==> src/shared/char_display_defs.svh <==
// timing, encoding and address constants of the display command core
`ifndef CHAR_DISPLAY_DEFS_SVH
`define CHAR_DISPLAY_DEFS_SVH

`define CLK_PERIOD_NS      5
`define BLINK_PERIOD_NS    1000000000
`define BLINK_HALF_CYCLES  (`BLINK_PERIOD_NS / 2 / `CLK_PERIOD_NS)

`define OP_CLEAR           8'b0000_0001
`define OP_HOME            8'b0000_001?
`define OP_ENTRY           8'b0000_01??
`define OP_ONOFF           8'b0000_1???
`define OP_GLYPH_SET       8'b01??_????
`define OP_CHAR_SET        8'b1???_????

`define BIT_ENTRY_INC      1
`define BIT_ENTRY_SHIFT    0
`define BIT_ONOFF_DISP     2
`define BIT_ONOFF_CUR      1
`define BIT_ONOFF_BLINK    0

`define CM_LINE1_LAST      7'h27
`define CM_LINE2_FIRST     7'h40
`define CM_LINE2_LAST      7'h67
`define CM_LINE_LEN        7'h28
`define CM_SHIFT_LAST      6'h27
`define CM_DEPTH           80
`define CM_HOME            7'h00
`define SPACE_CODE         8'h20
`define GLYPH_DEPTH        64
`define GLYPH_LAST         6'h3F
`define GLYPH_CODE_MASK    8'hF0
`define CURSOR_ROW         3'h7
`define PIX_ALL_ON         5'h1F
`define BUSY_FLAG_BIT      1'h0

`endif

==> src/shared/char_display_pkg.sv <==
// types shared by the display command core and its helpers
package char_display_pkg;

    typedef struct packed {
        logic       valid;
        logic       data_sel;
        logic       rd;
        logic [7:0] data;
    } host_req_t;

    typedef struct packed {
        logic       valid;
        logic [7:0] data;
    } host_rsp_t;

    typedef struct packed {
        logic       line;
        logic [4:0] pos;
        logic [2:0] row;
    } scan_req_t;

    typedef struct packed {
        logic       lit;
        logic       user;
        logic       force_on;
        logic [7:0] code;
        logic [4:0] pix;
    } scan_rsp_t;

    typedef enum {
        CMD_NONE,
        CMD_CLEAR,
        CMD_HOME,
        CMD_ENTRY,
        CMD_ONOFF,
        CMD_GLYPH_SET,
        CMD_CHAR_SET
    } cmd_kind_t;

    typedef struct packed {
        logic [79:0][7:0] cmem;
        logic [63:0][4:0] gmem;
        logic [6:0]       addr_counter;
        logic             glyph_sel;
        logic [5:0]       shift;
        logic             inc;
        logic             shift_en;
        logic             disp_on;
        logic             cur_on;
        logic             blink_on;
        host_rsp_t        rsp;
        scan_rsp_t        scan;
    } core_state_t;

endpackage

==> src/addr_step.sv <==
// next address counter value after one memory access
`timescale 1ns/100ps
`include "char_display_defs.svh"

module addr_step (
    input  wire logic [6:0] addr_counter,
    input  wire logic       glyph_sel,
    input  wire logic       inc,
    output logic      [6:0] next_addr
);
    always_comb begin
        if (glyph_sel) begin
            // glyph space wraps within six bits
            next_addr = {1'b0, inc ? addr_counter[5:0] + 6'h01 : addr_counter[5:0] - 6'h01};
        end else if (inc) begin
            if (addr_counter == `CM_LINE1_LAST) begin
                next_addr = `CM_LINE2_FIRST;
            end else if (addr_counter == `CM_LINE2_LAST) begin
                next_addr = `CM_HOME;
            end else begin
                next_addr = addr_counter + 7'h01;
            end
        end else begin
            if (addr_counter == `CM_LINE2_FIRST) begin
                next_addr = `CM_LINE1_LAST;
            end else if (addr_counter == `CM_HOME) begin
                next_addr = `CM_LINE2_LAST;
            end else begin
                next_addr = addr_counter - 7'h01;
            end
        end
    end
endmodule

==> src/blink_timer.sv <==
// half-period divider giving the blink phase
`timescale 1ns/100ps

module blink_timer #(
    parameter int HALF_CYCLES = 100000000
) (
    input  wire logic ref_clk,
    input  wire logic reset,
    output logic      phase
);
    generate
        if (HALF_CYCLES < 2) begin : g_bad
            $error("blink half period too short");
        end
    endgenerate

    typedef struct packed {
        logic [31:0] cnt;
        logic        phase;
    } blink_state_t;

    blink_state_t st_ff;
    blink_state_t nxt_st;

    always_comb begin
        nxt_st = st_ff;
        if (st_ff.cnt == 32'(HALF_CYCLES - 1)) begin
            nxt_st.cnt   = 32'h0;
            nxt_st.phase = ~st_ff.phase;
        end else begin
            nxt_st.cnt = st_ff.cnt + 32'h1;
        end
    end

    always_ff @(posedge ref_clk or posedge reset) begin
        if (reset) begin
            st_ff <= '0;
        end else begin
            st_ff <= nxt_st;
        end
    end

    assign phase = st_ff.phase;
endmodule

==> src/char_display_core.sv <==
// command core of the two-line character display
//
// Summary of operation
// - character memory answers only at 00H-27H and 40H-67H, one byte each
// - locations off screen still store and return written bytes
// - unshifted, line one shows 00-13 and line two 40-53
// - left shift moves both windows up by one address
// - right shift moves windows down, wrapping within the line to 27 and 67
// - glyph memory has 64 locations; a one bit lights a pixel
// - codes 00H-0FH select the eight user glyphs, bit 3 ignored
// - glyph address is code bits 2-0 then pixel row; data bits 4-0
// - glyph memory keeps only the lower five bits of each byte
// - clear fills character memory with 20H and homes the counter
// - clear also unshifts the display and sets increment direction
// - home zeroes the counter and unshifts, memories untouched
// - entry mode stores direction and shift; zero decrements, shifts right
// - direction one increments; shifting moves display left after writes
// - auto shift only after character memory writes
// - on/off stores display, cursor and blink bits
// - blink alternates cursor character with all pixels on, 50% duty
// - counter steps 27H/40H and 67H/00H; glyph addresses wrap at 3FH
// - glyph and character address set load counter and select memory
// - instruction read returns counter with busy bit zero
// - power-up state: spaces, counter 00H, unshifted, inc, everything off
`timescale 1ns/100ps
`include "char_display_defs.svh"

module char_display_core #(
    parameter int BLINK_HALF_CYCLES = `BLINK_HALF_CYCLES
) (
    input  wire logic                         ref_clk,
    input  wire logic                         reset,
    input  wire char_display_pkg::host_req_t  host_req,
    output char_display_pkg::host_rsp_t       host_rsp,
    input  wire char_display_pkg::scan_req_t  scan_req,
    output char_display_pkg::scan_rsp_t       scan_rsp
);
    import char_display_pkg::*;

    generate
        if (BLINK_HALF_CYCLES < 2) begin : g_bad_blink
            $error("blink half period too short");
        end
    endgenerate

    function automatic logic cm_valid(input logic [6:0] a);
        return (a <= `CM_LINE1_LAST) ||
               (a >= `CM_LINE2_FIRST && a <= `CM_LINE2_LAST);
    endfunction

    // line one packs into 0-39, line two into 40-79
    function automatic logic [6:0] cm_index(input logic [6:0] a);
        return {1'b0, a[5:0]} + (a[6] ? `CM_LINE_LEN : 7'h00);
    endfunction

    function automatic cmd_kind_t decode(input logic [7:0] b);
        casez (b)
            `OP_CHAR_SET:  decode = CMD_CHAR_SET;
            `OP_GLYPH_SET: decode = CMD_GLYPH_SET;
            `OP_ONOFF:     decode = CMD_ONOFF;
            `OP_ENTRY:     decode = CMD_ENTRY;
            `OP_HOME:      decode = CMD_HOME;
            `OP_CLEAR:     decode = CMD_CLEAR;
            default:       decode = CMD_NONE;
        endcase
    endfunction

    function automatic core_state_t rst_state();
        core_state_t s;
        s = '0;
        s.cmem = {`CM_DEPTH{`SPACE_CODE}};
        s.inc  = 1'b1;
        return s;
    endfunction

    localparam core_state_t RST_STATE = rst_state();

    core_state_t st_ff;
    core_state_t nxt_st;
    logic [6:0]  step_addr;
    logic        blink_phase;
    cmd_kind_t   kind;
    logic [6:0]  col_sum;
    logic [6:0]  scan_addr;
    logic [6:0]  acc_idx;
    logic [7:0]  scan_code;
    logic        at_cursor;

    addr_step u_step (
        .addr_counter (st_ff.addr_counter),
        .glyph_sel    (st_ff.glyph_sel),
        .inc          (st_ff.inc),
        .next_addr    (step_addr)
    );

    blink_timer #(
        .HALF_CYCLES (BLINK_HALF_CYCLES)
    ) u_blink (
        .ref_clk (ref_clk),
        .reset   (reset),
        .phase   (blink_phase)
    );

    always_comb begin
        nxt_st           = st_ff;
        nxt_st.rsp.valid = 1'b0;
        kind             = decode(host_req.data);
        acc_idx          = cm_index(st_ff.addr_counter);

        // display window: position plus shift, wrapping inside the line
        col_sum = {2'b00, scan_req.pos} + {1'b0, st_ff.shift};
        if (col_sum >= `CM_LINE_LEN) begin
            col_sum = col_sum - `CM_LINE_LEN;
        end
        scan_addr = {scan_req.line, col_sum[5:0]};
        scan_code = st_ff.cmem[cm_index(scan_addr)];
        at_cursor = !st_ff.glyph_sel && (scan_addr == st_ff.addr_counter);

        nxt_st.scan.lit      = st_ff.disp_on;
        nxt_st.scan.code     = scan_code;
        nxt_st.scan.user     = (scan_code & `GLYPH_CODE_MASK) == 8'h00;
        nxt_st.scan.force_on = 1'b0;
        nxt_st.scan.pix      = nxt_st.scan.user ?
                               st_ff.gmem[{scan_code[2:0], scan_req.row}] : 5'h00;
        if (st_ff.cur_on && at_cursor && scan_req.row == `CURSOR_ROW) begin
            nxt_st.scan.force_on = 1'b1;
        end
        if (st_ff.blink_on && at_cursor && blink_phase) begin
            nxt_st.scan.force_on = 1'b1;
        end
        if (nxt_st.scan.force_on) begin
            nxt_st.scan.pix = `PIX_ALL_ON;
        end
        if (!st_ff.disp_on) begin
            nxt_st.scan.force_on = 1'b0;
            nxt_st.scan.pix      = 5'h00;
        end

        // every command completes here in the cycle it is taken
        if (host_req.valid && host_req.data_sel) begin
            if (st_ff.glyph_sel) begin
                if (host_req.rd) begin
                    nxt_st.rsp.valid = 1'b1;
                    nxt_st.rsp.data  = {3'h0, st_ff.gmem[st_ff.addr_counter[5:0]]};
                end else begin
                    nxt_st.gmem[st_ff.addr_counter[5:0]] = host_req.data[4:0];
                end
            end else begin
                if (host_req.rd) begin
                    nxt_st.rsp.valid = 1'b1;
                    nxt_st.rsp.data  = cm_valid(st_ff.addr_counter) ?
                                       st_ff.cmem[acc_idx] : 8'h00;
                end else begin
                    if (cm_valid(st_ff.addr_counter)) begin
                        nxt_st.cmem[acc_idx] = host_req.data;
                    end
                    if (st_ff.shift_en) begin
                        if (st_ff.inc) begin
                            nxt_st.shift = (st_ff.shift == `CM_SHIFT_LAST) ?
                                           6'h00 : st_ff.shift + 6'h01;
                        end else begin
                            nxt_st.shift = (st_ff.shift == 6'h00) ?
                                           `CM_SHIFT_LAST : st_ff.shift - 6'h01;
                        end
                    end
                end
            end
            nxt_st.addr_counter = step_addr;
        end else if (host_req.valid && host_req.rd) begin
            nxt_st.rsp.valid = 1'b1;
            nxt_st.rsp.data  = {`BUSY_FLAG_BIT, st_ff.addr_counter};
        end else if (host_req.valid) begin
            case (kind)
                CMD_CLEAR: begin
                    nxt_st.cmem         = {`CM_DEPTH{`SPACE_CODE}};
                    nxt_st.addr_counter = `CM_HOME;
                    nxt_st.glyph_sel    = 1'b0;
                    nxt_st.shift        = 6'h00;
                    nxt_st.inc          = 1'b1;
                end
                CMD_HOME: begin
                    nxt_st.addr_counter = `CM_HOME;
                    nxt_st.glyph_sel    = 1'b0;
                    nxt_st.shift        = 6'h00;
                end
                CMD_ENTRY: begin
                    nxt_st.inc      = host_req.data[`BIT_ENTRY_INC];
                    nxt_st.shift_en = host_req.data[`BIT_ENTRY_SHIFT];
                end
                CMD_ONOFF: begin
                    nxt_st.disp_on  = host_req.data[`BIT_ONOFF_DISP];
                    nxt_st.cur_on   = host_req.data[`BIT_ONOFF_CUR];
                    nxt_st.blink_on = host_req.data[`BIT_ONOFF_BLINK];
                end
                CMD_GLYPH_SET: begin
                    nxt_st.addr_counter = {1'b0, host_req.data[5:0]};
                    nxt_st.glyph_sel    = 1'b1;
                end
                CMD_CHAR_SET: begin
                    nxt_st.addr_counter = host_req.data[6:0];
                    nxt_st.glyph_sel    = 1'b0;
                end
                default: begin
                    nxt_st.rsp.valid = 1'b0;
                end
            endcase
        end
    end

    always_ff @(posedge ref_clk or posedge reset) begin
        if (reset) begin
            st_ff <= RST_STATE;
        end else begin
            st_ff <= nxt_st;
        end
    end

    assign host_rsp = st_ff.rsp;
    assign scan_rsp = st_ff.scan;

    logic ins_wr;
    logic dat_wr;
    logic dat_rd;
    assign ins_wr = host_req.valid && !host_req.data_sel && !host_req.rd;
    assign dat_wr = host_req.valid && host_req.data_sel && !host_req.rd;
    assign dat_rd = host_req.valid && host_req.data_sel && host_req.rd;
endmodule

==> config.mk <==
export PLATFORM = sky130hd
export DESIGN_NAME = char_display_core
export DESIGN_NICKNAME = d
export VERILOG_FILES = /design/src/shared/char_display_pkg.sv /design/src/addr_step.sv /design/src/blink_timer.sv /design/src/char_display_core.sv
export VERILOG_INCLUDE_DIRS = /design/src /design/src/shared
export SDC_FILE = /design/constraint.sdc
export NUM_CORES = 2
export LEC_CHECK = 0
export ABC_AREA = 1
export BUFFER_PORTS_ARGS = -buffer_cell sky130_fd_sc_hd__buf_4
export CAP_MARGIN = 5
export CORE_AREA = 4 4 317 319
export CTS_CLUSTER_SIZE = 10
export DETAILED_ROUTE_END_ITERATION = 6
export DIE_AREA = 0 0 321 323
export PLACE_DENSITY = 0.71
export SLEW_MARGIN = 20
export SYNTH_ARGS = -nofsm -noshare
export SYNTH_HDL_FRONTEND = slang
export SYNTH_SLANG_ARGS = --single-unit
export TNS_END_PERCENT = 20
==> constraint.sdc <==
create_clock -name ref_clk -period 40.4 [get_ports ref_clk]
set_clock_uncertainty 0.1 [all_clocks]
set_input_delay 8.08 -clock ref_clk [delete_from_list [all_inputs] [get_ports ref_clk]]
set_output_delay 8.08 -clock ref_clk [all_outputs]
set_load 0.01 [all_outputs]
Word level (Yosys, flattened, before mapping). Cells that the tools add are included.

Equality and inequality tests: 24. $add $sub $neg: 11. Muxes and demuxes: 61. Bitwise logic cells: 4. Order comparisons: 10. Reduce and logical (&&, ||, !) cells: 32.

Operators by type and width (count): 640-bit 2-to-1 mux (7); 640-bit bitwise mux (1); 320-bit bitwise mux (1); 8-bit binary-select mux with 7-bit select (2); 32-bit by 3-bit == test with 1-bit output, second input constant (3); 6-bit 2-to-1 mux (12); 32-bit by 2-bit == test with 1-bit output, second input constant (2); 5-bit binary-select mux with 6-bit select (2); 8-bit demux with 7-bit select (1); 7-bit 2-to-1 mux (7); 8-bit 2-to-1 mux (5); 9-bit 2-to-1 mux (4); 32-bit by 1-bit adder with 32-bit output, second input constant (1); 32-bit by 1-bit == test with 1-bit output, second input constant (1); 32-bit by 27-bit == test with 1-bit output, second input constant (1); 32-bit 2-to-1 mux (1); 5-bit demux with 6-bit select (1); 5-bit 2-to-1 mux (6); 8-bit one-hot mux with 3 select lines (1); 20-bit 2-to-1 mux (1); 19-bit 2-to-1 mux (1); 3-bit one-hot mux with 6 select lines (1); 7-bit by 8-bit < comparator with 1-bit output, second input constant (2); 4-bit AND reduction (4); 43 further kinds (74).

Bits of input ports: 22. Flip-flop bits (word level): 1037. Output and inout port bits: 25. Logic and storage cells: 303.

Logic depth before layout (Yosys ltp).
Word-level depth: 11. Mapped depth: 34. Mapped depth without buffers: 32.

By module. A second synthesis with hierarchy kept.

Cell total of the unflattened synthesis: 7185. Area, all modules: 56123.8 sq um.

By module, submodules not included: char_display_core (cells each 6780, area an instance 53525.1 sq um, sequential area each 25225.4 sq um, instances 1); blink_timer (cells each 291, area an instance 1989.4 sq um, sequential area each 825.8 sq um, instances 1); addr_step (cells each 114, area an instance 609.3 sq um, sequential area each 0.0 sq um, instances 1).

Worst setup path before layout. Ideal clock, no wire load.

Kind: input -> register. Start: input scan_req[3] (netlist name). End: register st_ff, in the netlist scan_rsp[0]. Stages: 30. Setup time: 123 ps. Slack: 28459 ps. Required time: 40177 ps. Arrival: 11718 ps. Buffers on the path: 3. Cells stage by stage: ha_1 -> inv_1 -> fa_1 -> inv_1 -> nand3_1 -> nand2_1 -> nand2_1 -> nand2_1 -> inv_1 -> ha_1 -> inv_1 -> o21bai_1 -> nand2_1 -> nand2_2 -> nand2_1 -> xnor2_1 -> ha_1 -> xnor2_1 -> inv_1 -> clkbuf_1 -> nor2_1 -> clkbuf_1 -> nand3_1 -> nand2_2 -> buf_2 -> nand3_1 -> nand3_1 -> nand3_1 -> nand3_1 -> nand2_1.

RTL lines: start, declared (line char_display_core.sv:35) `input wire char_display_pkg::scan_req_t scan_req,`; end signal, assigned (line char_display_core.sv:214) `st_ff <= nxt_st;`; end, declared (line char_display_core.sv:78) `core_state_t st_ff;`.

==> impl_metrics.py <==
metrics = {
    "clock_network": {
        "cts_setup_buffers": 0,
        "clk_transition_reported_paths_ps": 60,
        "numCtsBuffers": 118,
        "clockRootBuffer": "clkbuf_16",
        "clock_path_buffers": 3,
        "clkSinkCount": 1037,
        "insertion_delay_ps": 740,
        "cts_resized": 0,
        "cts_tree": "done",
        "hold_buffers": 0,
        "cts_max_level": 3,
    },
    "sta": {
        "setup_tns_ps": 0,
        "hold_violations": 0,
        "finalSetupViolCount": 0,
        "maxSlewViolCount": 0,
        "max_freq_mhz": 74.8,
        "rsz0062_at_grt": "false",
        "whs_ps": 374,
        "post-route-period-util_pct": 33.1,
        "min_period_ps": 13370,
        "tightest_slew_ps": 1190,
        "fin_ws_ps": 27030,
        "slew_headroom_pct": 20.7,
    },
    "die": {
        "start_util_pct": 57.7,
        "die-height_um": 323,
        "row_count": 115,
        "core_mm2": 0.0978,
        "fp.dieArea_mm2": 0.104,
        "fp.dieW_um": 321,
        "boundaryPins": 47,
    },
    "final_layout": {
        "final_common_cell": "nand2_1",
        "final_cell_mix": "nand2_1, dfrtp_1, o21ai_0, inv_1, o22ai_1",
        "drive_gt1_share_pct": 8.82,
        "fin_nets": 6964,
        "syn_to_final_growth_pct": 7.15,
    },
    "route": {
        "avgViaCountPerCell": 6.73,
        "routed_wl_mm": 220,
        "num_vias": 55700,
        "wl_per_cell_um": 26.5,
        "dr.first_iter.drc_count": 9469,
        "route.detailed.drc": 0,
        "ant_nets": 0,
        "dr.pass1.iters": 7,
    },
    "power_and_ir_drop": {
        "total_power_mw": 3.75,
        "p_switching_mw": 1.61,
        "peakVddDrop_v": 0.0000413,
        "combPwrFrac_pct": 37.8,
        "seqPwrFrac_pct": 35.3,
        "cellPowerDensity_mw_per_mm2": 62.1,
        "leakage_nw": 25.5,
        "switching_share_pct": 43.0,
        "p_int_mw": 2.14,
        "clock_power_share_pct": 26.9,
    },
    "worst_setup_path": {
        "reg2regPathDepth": 25,
        "crit_type": "input port to register",
        "reg2reg_slack_ps": 33990,
        "crit_path_end_kind": "register",
        "crit_required_ps": 40900,
        "worstPathArrival_ps": 13880,
        "crit_fanout": 36,
        "cp-start-kind": "input port",
    },
    "placement": {
        "routabilityCongestion": 0.998,
        "dp_hpwl_mm": 137,
        "portBuffers": 46,
        "dp_slack_ps": 26520,
    },
    "global_route": {
        "antenna_found_initial": 5,
        "grt_pass1_vias": 52200,
        "grt_pass1_wl_mm": 329,
        "grt_max_degree": 139,
        "gr-usage-all-layers_pct": 41.4,
        "grt-ovfl-total": 0,
    },
    "run_status": {
        "outcome": "completed",
    },
    "min_path": {
        "holdPathStages": 2,
        "hold_class": "register to register",
    },
    "synth": {
        "postSynth.asyncResetShare_pct": 100,
        "synth_area_mm2": 0.0564,
        "netlist_instances": 7127,
        "syn_nets": 7177,
        "ys_warn_count": 0,
        "yosysSeqAreaShare_pct": 46.2,
        "ys_ff_latch": 1037,
        "synth_flop_cell": "dfrtp_1",
        "synth-edff-count": 0,
        "ys_types": 60,
        "synth_area_per_cell_um2": 7.92,
    },
    "flow_run": {
        "drv_cap": 0,
    },
}
-- Yosys cell counts (48+ instances only) --
cell type,number,area [um^2]
nand2_1,1360,5100
dfrtp_1,956,23900
o21ai_0,830,4150
inv_1,688,2580
o22ai_1,624,3900
a21oi_1,448,2240
nor2_1,408,1530
nand3_1,264,1320
clkbuf_1,244,916
o21ai_1,223,1120
buf_2,122,611
inv_2,92,345
a22oi_1,85,638
dfstp_2,81,2130
a221oi_1,75,657
nand4_1,67,419
o211ai_1,60,450
a21oi_4,53,862
buf_4,48,360
-- worst max-delay path: stages --
cell	delay (ps)
buf_4	120
ha_4	150
inv_1	50
fa_4	1170
nand2_1	120
nor2_1	130
nand3_1	90
o21bai_1	120
nand2_1	90
nand2_2	90
xnor2_1	110
ha_1	220
ha_1	770
inv_1	320
nor2_1	620
nand2_1	130
nand2_1	100
inv_1	40
nand2_1	120
nand3_2	340
nand2_2	400
nand2_1	110
nand3_1	90
nand3_1	110
nand3_1	110
nand2_1	50
-- metrics by stage --
step,cell area (um^2),std cells,utilization (%)
floorplan,56400,7127,-
global placement,57000,8081,58.2
global route,60500,8280,61.8
finish,60500,8285,61.8
detailed placement,57000,8081,58.2
CTS,60500,8279,61.8
-- power groups by stage --
stage               combinational (mW)  clock [mW]  sequential (mW)
finish                            1.42        1.01             1.33
global route                      1.50        1.06             1.34
CTS                               1.35        1.01             1.32
detailed placement                1.35           0             1.33
global placement                  1.33           0             1.33
floorplan                        0.913           0             1.29
-- cell families after synthesis --
| logic type | count (synthesis) | synth area share [%] |
|---|---|---|
| AND/OR/NAND/NOR | 2199 | 16.1 |
| adder cells (fa/ha/maj) | 28 | 0.647 |
| AO/OA/AOI/OAI | 2563 | 27.3 |
| XOR/XNOR | 20 | 0.310 |
| buffers and inverters | 1280 | 9.51 |
| flip-flops | 1037 | 46.2 |
-- path summary, 6_finish.rpt --
| check | start | endpoint |
|---|---|---|
| worst max-delay path | scan_req[3] | scan_rsp[2] |
| worst min-delay path | st_ff[833] | st_ff[833] |
| worst max register to register | st_ff[30] | scan_rsp[2] |
| worst min register to register | st_ff[833] | st_ff[833] |
| max in group asynchronous | reset | st_ff[150] |
| min in group asynchronous | reset | st_ff[795] |
-- state kept, by name, indices dropped and copies added, names as in the netlist --
signal	count
st_ff	978
u_blink.st_ff	32
scan_rsp	16
host_rsp	9
nxt_st	1
u_blink.phase	1
-- cell type report --
cell class	instances	area (um^2)
clock buffers	188	3340
fillers	8742	37400
inverters	810	3090
well taps	1287	1610
repair buffers	137	1030
flip-flops and latches	1037	26100
diodes	6	15.0
multi-input cells	4810	25200
clock inverters	10	139
-- layer usage --
layer	global-route usage, %	vias to the layer above	routed length [um]
met5	0	-	26
met4	21.4	4	12700
met3	12.7	775	31200
met2	59.0	4207	91400
met1	57.1	26600	84300
li1	-	24200	-
(Power assumes the default switching activity.)
